--- config.mk ---
export PLATFORM = sky130hd
export DESIGN_NAME = synth_retune_control_regs
export DESIGN_NICKNAME = d
export VERILOG_FILES = /design/src/verilog/srcr_pkg.sv /design/src/verilog/synth_retune_control_regs.sv /design/src/verilog/srcr_sync2.sv
export VERILOG_INCLUDE_DIRS = /design/src /design/src/verilog
export SDC_FILE = /design/constraint.sdc
export NUM_CORES = 1
export LEC_CHECK = 0
export BUFFER_PORTS_ARGS = -buffer_cell sky130_fd_sc_hd__buf_4
export CORE_MARGIN = 3
export CORE_UTILIZATION = 47
export DETAILED_ROUTE_END_ITERATION = 16
export GPL_TIMING_DRIVEN = 0
export PLACE_DENSITY = 0.81
export SLEW_MARGIN = 40
export SYNTH_ARGS = -nofsm -noshare
export SYNTH_HDL_FRONTEND = slang
export SYNTH_SLANG_ARGS = --single-unit
--- constraint.sdc ---
create_clock -name clk_in -period 2.7 [get_ports clk_in]
set_clock_uncertainty 0.1 [all_clocks]
set_input_delay 0.54 -clock clk_in [delete_from_list [all_inputs] [get_ports clk_in]]
set_output_delay 0.54 -clock clk_in [all_outputs]
set_load 0.005 [all_outputs]
--- src/verilog/srcr_regs.svh ---
`ifndef SRCR_REGS_SVH
`define SRCR_REGS_SVH

// ***********************************************
// Register addresses
// ***********************************************
`define SRCR_ADDR_FRAC_HI  8'h12
`define SRCR_ADDR_FRAC_MID 8'h13
`define SRCR_ADDR_FRAC_LO  8'h14
`define SRCR_ADDR_CTRL_PRI 8'h15
`define SRCR_ADDR_CTRL_ALT 8'h50

// ***********************************************
// Control register fields
// ***********************************************
`define SRCR_BIT_OE     7
`define SRCR_BIT_CAL    2
`define SRCR_BIT_FINE   1
`define SRCR_BIT_RELOAD 0
`define SRCR_CTRL_RSVD  4'h0

// ***********************************************
// Fraction byte positions
// ***********************************************
`define SRCR_FRAC_HI_BITS  23:16
`define SRCR_FRAC_MID_BITS 15:8
`define SRCR_FRAC_LO_BITS  7:0

// ***********************************************
// Field widths and reset values
// ***********************************************
`define SRCR_FRAC_W     24
`define SRCR_INT_W      6
`define SRCR_OUTPUT_DIVIDER_RATIO_W     4
`define SRCR_RST_BIT    1'b0
`define SRCR_RST_BYTE   8'h00
`define SRCR_RST_FRAC   24'h000000
`define SRCR_RST_INT    6'h00
`define SRCR_RST_OUTPUT_DIVIDER_RATIO   4'h0
`define SRCR_RD_UNMAP   8'h00

`endif

--- src/verilog/srcr_pkg.sv ---
`include "srcr_regs.svh"

package srcr_pkg;

  // Gray codes along idle -> reload -> calibrate, fine off idle
  typedef enum logic [1:0] {
    SRCR_IDLE   = 2'b00,
    SRCR_RELOAD = 2'b01,
    SRCR_CAL    = 2'b11,
    SRCR_FINE   = 2'b10
  } srcr_state_e;

  typedef struct packed {
    logic       wr;
    logic       rd;
    logic [7:0] addr;
    logic [7:0] wdata;
  } srcr_reg_req_s;

  typedef struct packed {
    logic [`SRCR_OUTPUT_DIVIDER_RATIO_W-1:0] output_divider_ratio;
    logic [`SRCR_INT_W-1:0]  feedback_integer;
    logic [`SRCR_FRAC_W-1:0] frac;
  } srcr_work_s;

  typedef struct packed {
    srcr_state_e             state;
    logic                    boot;
    logic                    oe_override;
    logic                    cmd_cal;
    logic                    cmd_fine;
    logic                    cmd_reload;
    logic [`SRCR_FRAC_W-1:0] frac;
    srcr_work_s              work;
    logic [7:0]              rdata;
    logic                    oe_en;
    logic                    nvm_req;
    logic                    cal_start;
    logic                    fine_start;
  } srcr_regs_s;

endpackage : srcr_pkg

--- src/verilog/synth_retune_control_regs.sv ---
// How it works
// - Fraction is 24 bits over high, middle and low byte registers.
// - Fraction bytes are read/write and loaded from the default store.
// - Control register answers at two aliased addresses, one storage.
// - Override bit 7 set forces the output buffer on.
// - Override clear: enable pin polarity decides, open pin means enabled.
// - Bit 2 copies user settings to working registers and retunes.
// - Bit 2 clears only after retune and calibration both finish.
// - Bit 1 copies settings and retunes without calibration.
// - Bit 1 clears once the small-step change completes.
// - Bit 0 reloads user registers from store, then clears.
// - Reload alone leaves working registers and frequency untouched.
// - Writing 0x05 performs reload followed by calibrated retune.
// - Calibrated retune stops the output clock until calibration ends.
// - Small-step change keeps the clock running; small moves only.
// - Small-step transfers integer and fraction only, not output divider.
`timescale 1ns/1ps
`default_nettype none
`include "srcr_regs.svh"

module synth_retune_control_regs
  import srcr_pkg::*;
(
  input  wire logic                    clk_in,
  input  wire logic                    rst_n_in,
  input  wire srcr_reg_req_s           reg_req_in,
  output logic [7:0]                   reg_rdata_out,
  input  wire logic                    oe_pin_in,
  input  wire logic                    oe_active_low_in,
  input  wire logic [`SRCR_INT_W-1:0]  user_integer_in,
  input  wire logic [`SRCR_OUTPUT_DIVIDER_RATIO_W-1:0] user_output_divider_ratio_in,
  input  wire logic [`SRCR_FRAC_W-1:0] nvm_fraction_in,
  input  wire logic                    nvm_done_in,
  input  wire logic                    cal_done_in,
  input  wire logic                    fine_done_in,
  output logic                         nvm_reload_req_out,
  output logic                         cal_start_out,
  output logic                         fine_start_out,
  output logic                         clock_run_out,
  output logic                         output_enable_out,
  output logic [`SRCR_FRAC_W-1:0]      feedback_fraction_out,
  output srcr_work_s                   work_settings_out
);

  // ***********************************************
  // Reset release and pin synchronisation
  // ***********************************************
  logic rst_meta_ff;
  logic rst_sync_ff;
  logic oe_pin_sync;

  always_ff @(posedge clk_in or negedge rst_n_in) begin
    if (!rst_n_in) begin
      rst_meta_ff <= 1'b0;
      rst_sync_ff <= 1'b0;
    end else begin
      rst_meta_ff <= 1'b1;
      rst_sync_ff <= rst_meta_ff;
    end
  end

  srcr_sync2 u_oe_sync (
    .clk_in   (clk_in),
    .rst_n_in (rst_sync_ff),
    .d_in     (oe_pin_in),
    .q_out    (oe_pin_sync)
  );

  // ***********************************************
  // Address decode
  // ***********************************************
  function automatic logic is_ctrl(input logic [7:0] addr);
    is_ctrl = (addr == `SRCR_ADDR_CTRL_PRI) ||
              (addr == `SRCR_ADDR_CTRL_ALT);
  endfunction : is_ctrl

  function automatic logic [7:0] read_mux(input srcr_regs_s s,
                                          input logic [7:0] addr);
    if (is_ctrl(addr)) begin
      read_mux = {s.oe_override, `SRCR_CTRL_RSVD, s.cmd_cal, s.cmd_fine,
                  s.cmd_reload};
    end else if (addr == `SRCR_ADDR_FRAC_HI) begin
      read_mux = s.frac[`SRCR_FRAC_HI_BITS];
    end else if (addr == `SRCR_ADDR_FRAC_MID) begin
      read_mux = s.frac[`SRCR_FRAC_MID_BITS];
    end else if (addr == `SRCR_ADDR_FRAC_LO) begin
      read_mux = s.frac[`SRCR_FRAC_LO_BITS];
    end else begin
      read_mux = `SRCR_RD_UNMAP;
    end
  endfunction : read_mux

  // ***********************************************
  // State
  // ***********************************************
  srcr_regs_s regs_ff;
  srcr_regs_s nxt_regs;

  logic wr_ctrl;
  logic reload_want;

  always_comb begin
    nxt_regs = regs_ff;
    nxt_regs.nvm_req    = 1'b0;
    nxt_regs.cal_start  = 1'b0;
    nxt_regs.fine_start = 1'b0;
    wr_ctrl = reg_req_in.wr && is_ctrl(reg_req_in.addr);
    reload_want = regs_ff.cmd_reload || regs_ff.boot;

    if (reg_req_in.rd) begin
      nxt_regs.rdata = read_mux(regs_ff, reg_req_in.addr);
    end

    // Fraction byte writes
    if (reg_req_in.wr) begin
      unique case (reg_req_in.addr)
        `SRCR_ADDR_FRAC_HI: begin
          nxt_regs.frac[`SRCR_FRAC_HI_BITS] = reg_req_in.wdata;
        end
        `SRCR_ADDR_FRAC_MID: begin
          nxt_regs.frac[`SRCR_FRAC_MID_BITS] = reg_req_in.wdata;
        end
        `SRCR_ADDR_FRAC_LO: begin
          nxt_regs.frac[`SRCR_FRAC_LO_BITS] = reg_req_in.wdata;
        end
        default: ;
      endcase
    end

    // Sequencer; completions clear command bits
    unique case (regs_ff.state)
      SRCR_IDLE: begin
        if (reload_want) begin
          nxt_regs.state   = SRCR_RELOAD;
          nxt_regs.nvm_req = 1'b1;
        end else if (regs_ff.cmd_cal) begin
          nxt_regs.state     = SRCR_CAL;
          nxt_regs.work      = {user_output_divider_ratio_in, user_integer_in,
                                regs_ff.frac};
          nxt_regs.cal_start = 1'b1;
        end else if (regs_ff.cmd_fine) begin
          nxt_regs.state      = SRCR_FINE;
          nxt_regs.work.feedback_integer  = user_integer_in;
          nxt_regs.work.frac  = regs_ff.frac;
          nxt_regs.fine_start = 1'b1;
        end
      end
      SRCR_RELOAD: begin
        if (nvm_done_in) begin
          // Store reload beats a same-cycle bus write to the bytes
          nxt_regs.frac = nvm_fraction_in;
          if (regs_ff.boot) begin
            // Power-up only: working copy follows the defaults
            nxt_regs.work.frac = nvm_fraction_in;
            nxt_regs.work.feedback_integer = user_integer_in;
            nxt_regs.work.output_divider_ratio = user_output_divider_ratio_in;
          end
          nxt_regs.boot       = 1'b0;
          nxt_regs.cmd_reload = 1'b0;
          nxt_regs.state      = SRCR_IDLE;
        end
      end
      SRCR_CAL: begin
        if (cal_done_in) begin
          // Calibration supersedes a pending small step
          nxt_regs.cmd_cal  = 1'b0;
          nxt_regs.cmd_fine = 1'b0;
          nxt_regs.state    = SRCR_IDLE;
        end
      end
      SRCR_FINE: begin
        if (fine_done_in) begin
          nxt_regs.cmd_fine = 1'b0;
          nxt_regs.state    = SRCR_IDLE;
        end
      end
    endcase

    // Control writes: bit 7 takes the written value; command bits: ones set, zeros ignored; set wins over clear
    if (wr_ctrl) begin
      nxt_regs.oe_override = reg_req_in.wdata[`SRCR_BIT_OE];
      if (reg_req_in.wdata[`SRCR_BIT_CAL]) begin
        nxt_regs.cmd_cal = 1'b1;
      end
      if (reg_req_in.wdata[`SRCR_BIT_FINE]) begin
        nxt_regs.cmd_fine = 1'b1;
      end
      if (reg_req_in.wdata[`SRCR_BIT_RELOAD]) begin
        nxt_regs.cmd_reload = 1'b1;
      end
    end

    // Open pin pulls to the enabling level for either polarity
    nxt_regs.oe_en = nxt_regs.oe_override ||
                     (oe_pin_sync ^ oe_active_low_in);
  end

  always_ff @(posedge clk_in or negedge rst_sync_ff) begin
    if (!rst_sync_ff) begin
      regs_ff.state       <= SRCR_IDLE;
      regs_ff.boot        <= 1'b1;
      regs_ff.oe_override <= `SRCR_RST_BIT;
      regs_ff.cmd_cal     <= `SRCR_RST_BIT;
      regs_ff.cmd_fine    <= `SRCR_RST_BIT;
      regs_ff.cmd_reload  <= `SRCR_RST_BIT;
      regs_ff.frac        <= `SRCR_RST_FRAC;
      regs_ff.work        <= {`SRCR_RST_OUTPUT_DIVIDER_RATIO, `SRCR_RST_INT,
                              `SRCR_RST_FRAC};
      regs_ff.rdata       <= `SRCR_RST_BYTE;
      regs_ff.oe_en       <= 1'b0;
      regs_ff.nvm_req     <= 1'b0;
      regs_ff.cal_start   <= 1'b0;
      regs_ff.fine_start  <= 1'b0;
    end else begin
      regs_ff <= nxt_regs;
    end
  end

  // ***********************************************
  // Outputs
  // ***********************************************
  assign reg_rdata_out         = regs_ff.rdata;
  assign nvm_reload_req_out    = regs_ff.nvm_req;
  assign cal_start_out         = regs_ff.cal_start;
  assign fine_start_out        = regs_ff.fine_start;
  assign clock_run_out         = (regs_ff.state != SRCR_CAL);
  assign output_enable_out     = regs_ff.oe_en;
  assign feedback_fraction_out = regs_ff.frac;
  assign work_settings_out     = regs_ff.work;

endmodule : synth_retune_control_regs

`default_nettype wire

--- src/verilog/srcr_sync2.sv ---
`timescale 1ns/1ps
`default_nettype none

// Two-stage synchroniser; first stage feeds only the second
module srcr_sync2 (
  input  wire logic clk_in,
  input  wire logic rst_n_in,
  input  wire logic d_in,
  output logic      q_out
);

  logic meta_ff;
  logic sync_ff;

  always_ff @(posedge clk_in or negedge rst_n_in) begin
    if (!rst_n_in) begin
      meta_ff <= 1'b0;
      sync_ff <= 1'b0;
    end else begin
      meta_ff <= d_in;
      sync_ff <= meta_ff;
    end
  end

  assign q_out = sync_ff;

endmodule : srcr_sync2

`default_nettype wire

==> results.md <==
Outcome:
- The flow ran to the end, and the final reports show no timing, DRC or antenna violations.

Timing:
- Timing would allow up to approximately 0.5 GHz.
- Headroom to the max-slew limit came out at 0.571.
- The final sum of negative setup slack is 0 ns.
- The slew at the pin closest to its max-slew limit is around 0.64 ns.
- Across all hold checks on the routed design, the worst slack comes to 0.205 ns.
- The count of pins over their slew limit came to 0.
- Setup repair after global routing left no endpoint under its margin.
- The count of endpoints failing hold in the final timing report is 0.
- Once routing completed, OpenROAD measured the worst setup slack at between 0.6 and 0.7 ns.
- Setup violations remaining at the end of the flow were counted as 0.
- Of the available clock period, the critical path in the final layout requires 0.748.
- Counting I/O delays and the setup requirement, the final critical path takes 2.02 ns.

Finish:
- The count of placed standard cells in the final layout, fillers left out is ~640.
- The final core area utilization is 0.638.
- The number of antenna diodes in the final layout is 0.
- The synthesis-to-layout area growth is 30.6%.
- The fill cell instance count of the final layout is between 700 and 800.
- The area of the multi-input gates is 1640 um^2.
- The share of post-route cells with drive strength above 1 is 0.516.
- The total number of nets in the final design is 586.
- The finished cells cover 5650 um^2.
- Summing all flip-flop and latch instances after layout gives between 2000 and 2500 um^2.

Synthesis:
- The portion of synthesized area spent on multiplexers is 0.159.
- The synthesized-area fraction occupied by and/or/nand/nor cells is 0.0816.
- Synthesis produced a netlist with a net count of between 400 and 500.
- Of the post-synthesis cell area, the dominant cell type holds 0.463.
- The fraction of the mapped netlist area in compound gates is 0.136.
- In the post-synthesis netlist, the biggest area contributors are sky130_fd_sc_hd__dfrtp_1, sky130_fd_sc_hd__buf_4, sky130_fd_sc_hd__mux2_2, sky130_fd_sc_hd__a22o_1, sky130_fd_sc_hd__mux2i_1.
- Of the synthesized area, sequential elements account for 0.469.
- The flip-flop and latch count after synthesis is just over 80.
- Of the total synthesized cell area, the portion taken by XOR and XNOR cells is 0.00202.
- The netlist area before placement is between 4000 and 5000 um^2.
- In the synthesized netlist the async set-or-reset flop fraction comes to 1.00.
- The leading area contributor after synthesis is sky130_fd_sc_hd__dfrtp_1.
- In the synthesized netlist, the cells that appear most often are sky130_fd_sc_hd__dfrtp_1, sky130_fd_sc_hd__buf_4, sky130_fd_sc_hd__mux2_2.
- The cell with the most instances after synthesis is sky130_fd_sc_hd__dfrtp_1.
- The prevailing post-synth register cell is sky130_fd_sc_hd__dfrtp_1.
- By area, the combinational part of the netlist is dominated by multiplexers.
- The average instance in the mapped netlist occupies about 11 um^2.
- In the synthesized netlist, the number of instances is roughly 390.
- The post-synthesis adder-cell area fraction is 0.
- The distinct cell type count after synthesis is 42.
- Counting flops with a built-in enable in the synthesized netlist gives 0.
- For this run, the number of Yosys warnings is 0.

Route:
- The post-route antenna net violation count is 0.
- The pre-antenna-repair detailed-routing pass consisted of 4 iterations.
- The detailed router placed 3405 vias in this run.
- Dividing the detail-routed via count by the number of cells gives between 5 and 6.
- The remaining routing DRC violations is 0.
- The routed length per instance is about 18 um.
- Summed over all layers, the routed wires come to between 10000 and 15000 um.
- The detailed router finished its first iteration with ~190 violations.

Clocking:
- The post-cts hold buffer count is 1.
- The CTS sink count is 81.
- After clock tree synthesis, the clock-pin slew on the worst setup and hold paths is 0.08 ns.
- The cell at the root of the clock tree is sky130_fd_sc_hd__clkbuf_8.
- The clock reaches the later pin of the worst-skew pair after roughly 0.34 ns.
- The count of buffers added by post-CTS timing repair for setup is 0.
- Gates resized during post-CTS repair numbered 0.
- The TritonCTS buffer count is 9.
- The maximum clock path buffer count is 2.
- The H-tree was split into 3 levels.
- The clock tree from TritonCTS is done.

Floorplanning:
- The die span in y is between 100 and 150 um.
- The floorplan step defined a die boundary enclosing a little over 10000 um^2.
- For this configuration, the core starts out at a cell density of 0.489.
- The count of pins on the block boundary is 130.
- After floorplanning, the core was divided into 34 placement rows.
- The placeable core region is roughly 9000 um^2.
- The die extent in x is ~100 um.

Placement:
- The number of input and output port buffers inserted is about 130.
- The detailed-placement wirelength estimate is between 8000 and 9000 um.
- The final weighted congestion of routability-driven global placement is a little under 0.9.
- The cell area after placement is approximately 5500 um^2.
- The number of placed instances, taps included is 623.
- The worst setup timing slack at the placement stage is 0.426 ns.

Pwr:
- After layout, the design draws a total of 5.71 mW.
- The power per unit of standard cell area is a little over 1000 nW/um^2.
- The analysis attributes to cell leakage a power of 2.87 nW.
- VDD sags by at most ~620 uV.

Setup path:
- Traced cell by cell, the critical path runs through buf_6, nor3_4, o21ai_1, a21oi_1, buf_4, mux2_2.
- For the worst setup path, the data arrival time is about 2.2 ns.
- For this run, the slowest stage of the critical path takes 0.38 ns.
- The type of the worst setup path is reg2reg.
- The worst setup path is captured at a flop.
- The required time at the endpoint of the critical path is approximately 2.8 ns.
- The cell at the slowest stage of the critical path is sky130_fd_sc_hd__dfrtp_1.
- The worst setup path is launched from a flop.
- The largest fanout on the critical path is 10.

Job:
- Max-cap violations in this run came to 0.

Global route:
- The largest net degree at the start of global routing is 44.
- The via count of the first global-routing pass is 3386.
- The first global-routing pass estimated between 15000 and 20000 um of wire.
- The total global routing overflow is 0.
- The number of antenna violations at the first check in global routing is 0.
- The total routing resource utilization after global routing is 0.219.

Worst hold path:
- The min-delay analysis places its worst path in the category reg2async.
-- power by group --
part	internal [mW]	switching (mW)	leakage, nW
clock	0.444	0.425	0.0989
combinational	1.81	0.973	1.80
sequential	1.68	0.379	0.971
total	3.93	1.78	2.87
-- worst max-delay path: cells and delay by family, from the launching register on --
kind            cells  cell delay, ns
compound gates      2            0.43
buf+inv             2            0.41
flops               1            0.38
mux                 1            0.36
simple gates        1            0.21
-- layout by cell type, fill, tap and decap left out, types with 4 or more instances in the layout --
cell	count
sky130_fd_sc_hd__a21oi_1	26
sky130_fd_sc_hd__a22oi_1	4
sky130_fd_sc_hd__nand2b_1	5
sky130_fd_sc_hd__mux2_2	39
sky130_fd_sc_hd__buf_4	198
sky130_fd_sc_hd__o21ai_0	4
sky130_fd_sc_hd__buf_6	4
sky130_fd_sc_hd__inv_1	10
sky130_fd_sc_hd__clkbuf_1	6
sky130_fd_sc_hd__mux2i_1	25
sky130_fd_sc_hd__buf_2	5
sky130_fd_sc_hd__dfrtp_1	79
sky130_fd_sc_hd__clkbuf_8	10
sky130_fd_sc_hd__a31o_2	4
sky130_fd_sc_hd__o22ai_1	9
sky130_fd_sc_hd__a22o_1	29
sky130_fd_sc_hd__nand2_1	4
sky130_fd_sc_hd__nor2_1	26
-- flip-flops by register name, summed over array words and instances, names as in the netlist, 7 cells and up --
name,flops
work_settings_out,34
feedback_fraction_out,24
regs_ff,7
reg_rdata_out,8
-- worst paths after layout --
check / to / startpoint / cells past startpoint / slack, ns
setup / recovery: work_settings_out[19]$_DFFE_PN0P_ / regs_ff[75]$_DFFE_PN0P_ / 6 / 0.68
hold / removal: work_settings_out[5]$_DFFE_PN0P_ / rst_sync_ff$_DFF_PN0_ / 0 / 0.20
setup reg to reg: work_settings_out[19]$_DFFE_PN0P_ / regs_ff[75]$_DFFE_PN0P_ / 6 / 0.68
hold reg to reg: work_settings_out[5]$_DFFE_PN0P_ / rst_sync_ff$_DFF_PN0_ / 0 / 0.20
max in group asynchronous: feedback_fraction_out[8]$_DFF_PN0_ / rst_sync_ff$_DFF_PN0_ / 1 / 1.69
min in group clk_in: u_oe_sync.meta_ff$_DFF_PN0_ / oe_pin_in / 1 / 0.21
-- kinds of logic (layout without fill, tap and decap cells) --
logic type,Yosys count,after routing
other,1,1
multiplexers,64,64
AND/OR/NAND/NOR,59,59
AO/OA/AOI/OAI,83,83
flip-flops,81,81
XOR/XNOR,1,1
buffers and inverters,96,242
-- metal layers --
layer  GRT usage  wire [um]  share of wire
met2       0.367       5790           0.51
met4      0.0686        212          0.019
met1       0.287       4640           0.41
met3      0.0457        701          0.062
met5           0          0              0
-- layout make-up --
cell class / count / area share
plain buffers: 86 / 0.109
clock buffers: 11 / 0.0250
clock inverters: 4 / 0.00797
inverters: 10 / 0.00664
multi-input cells: 208 / 0.291
flip-flops and latches: 81 / 0.360
well taps: 108 / 0.0239
repair buffers: 131 / 0.177
Power figures use the tool's default switching activity.
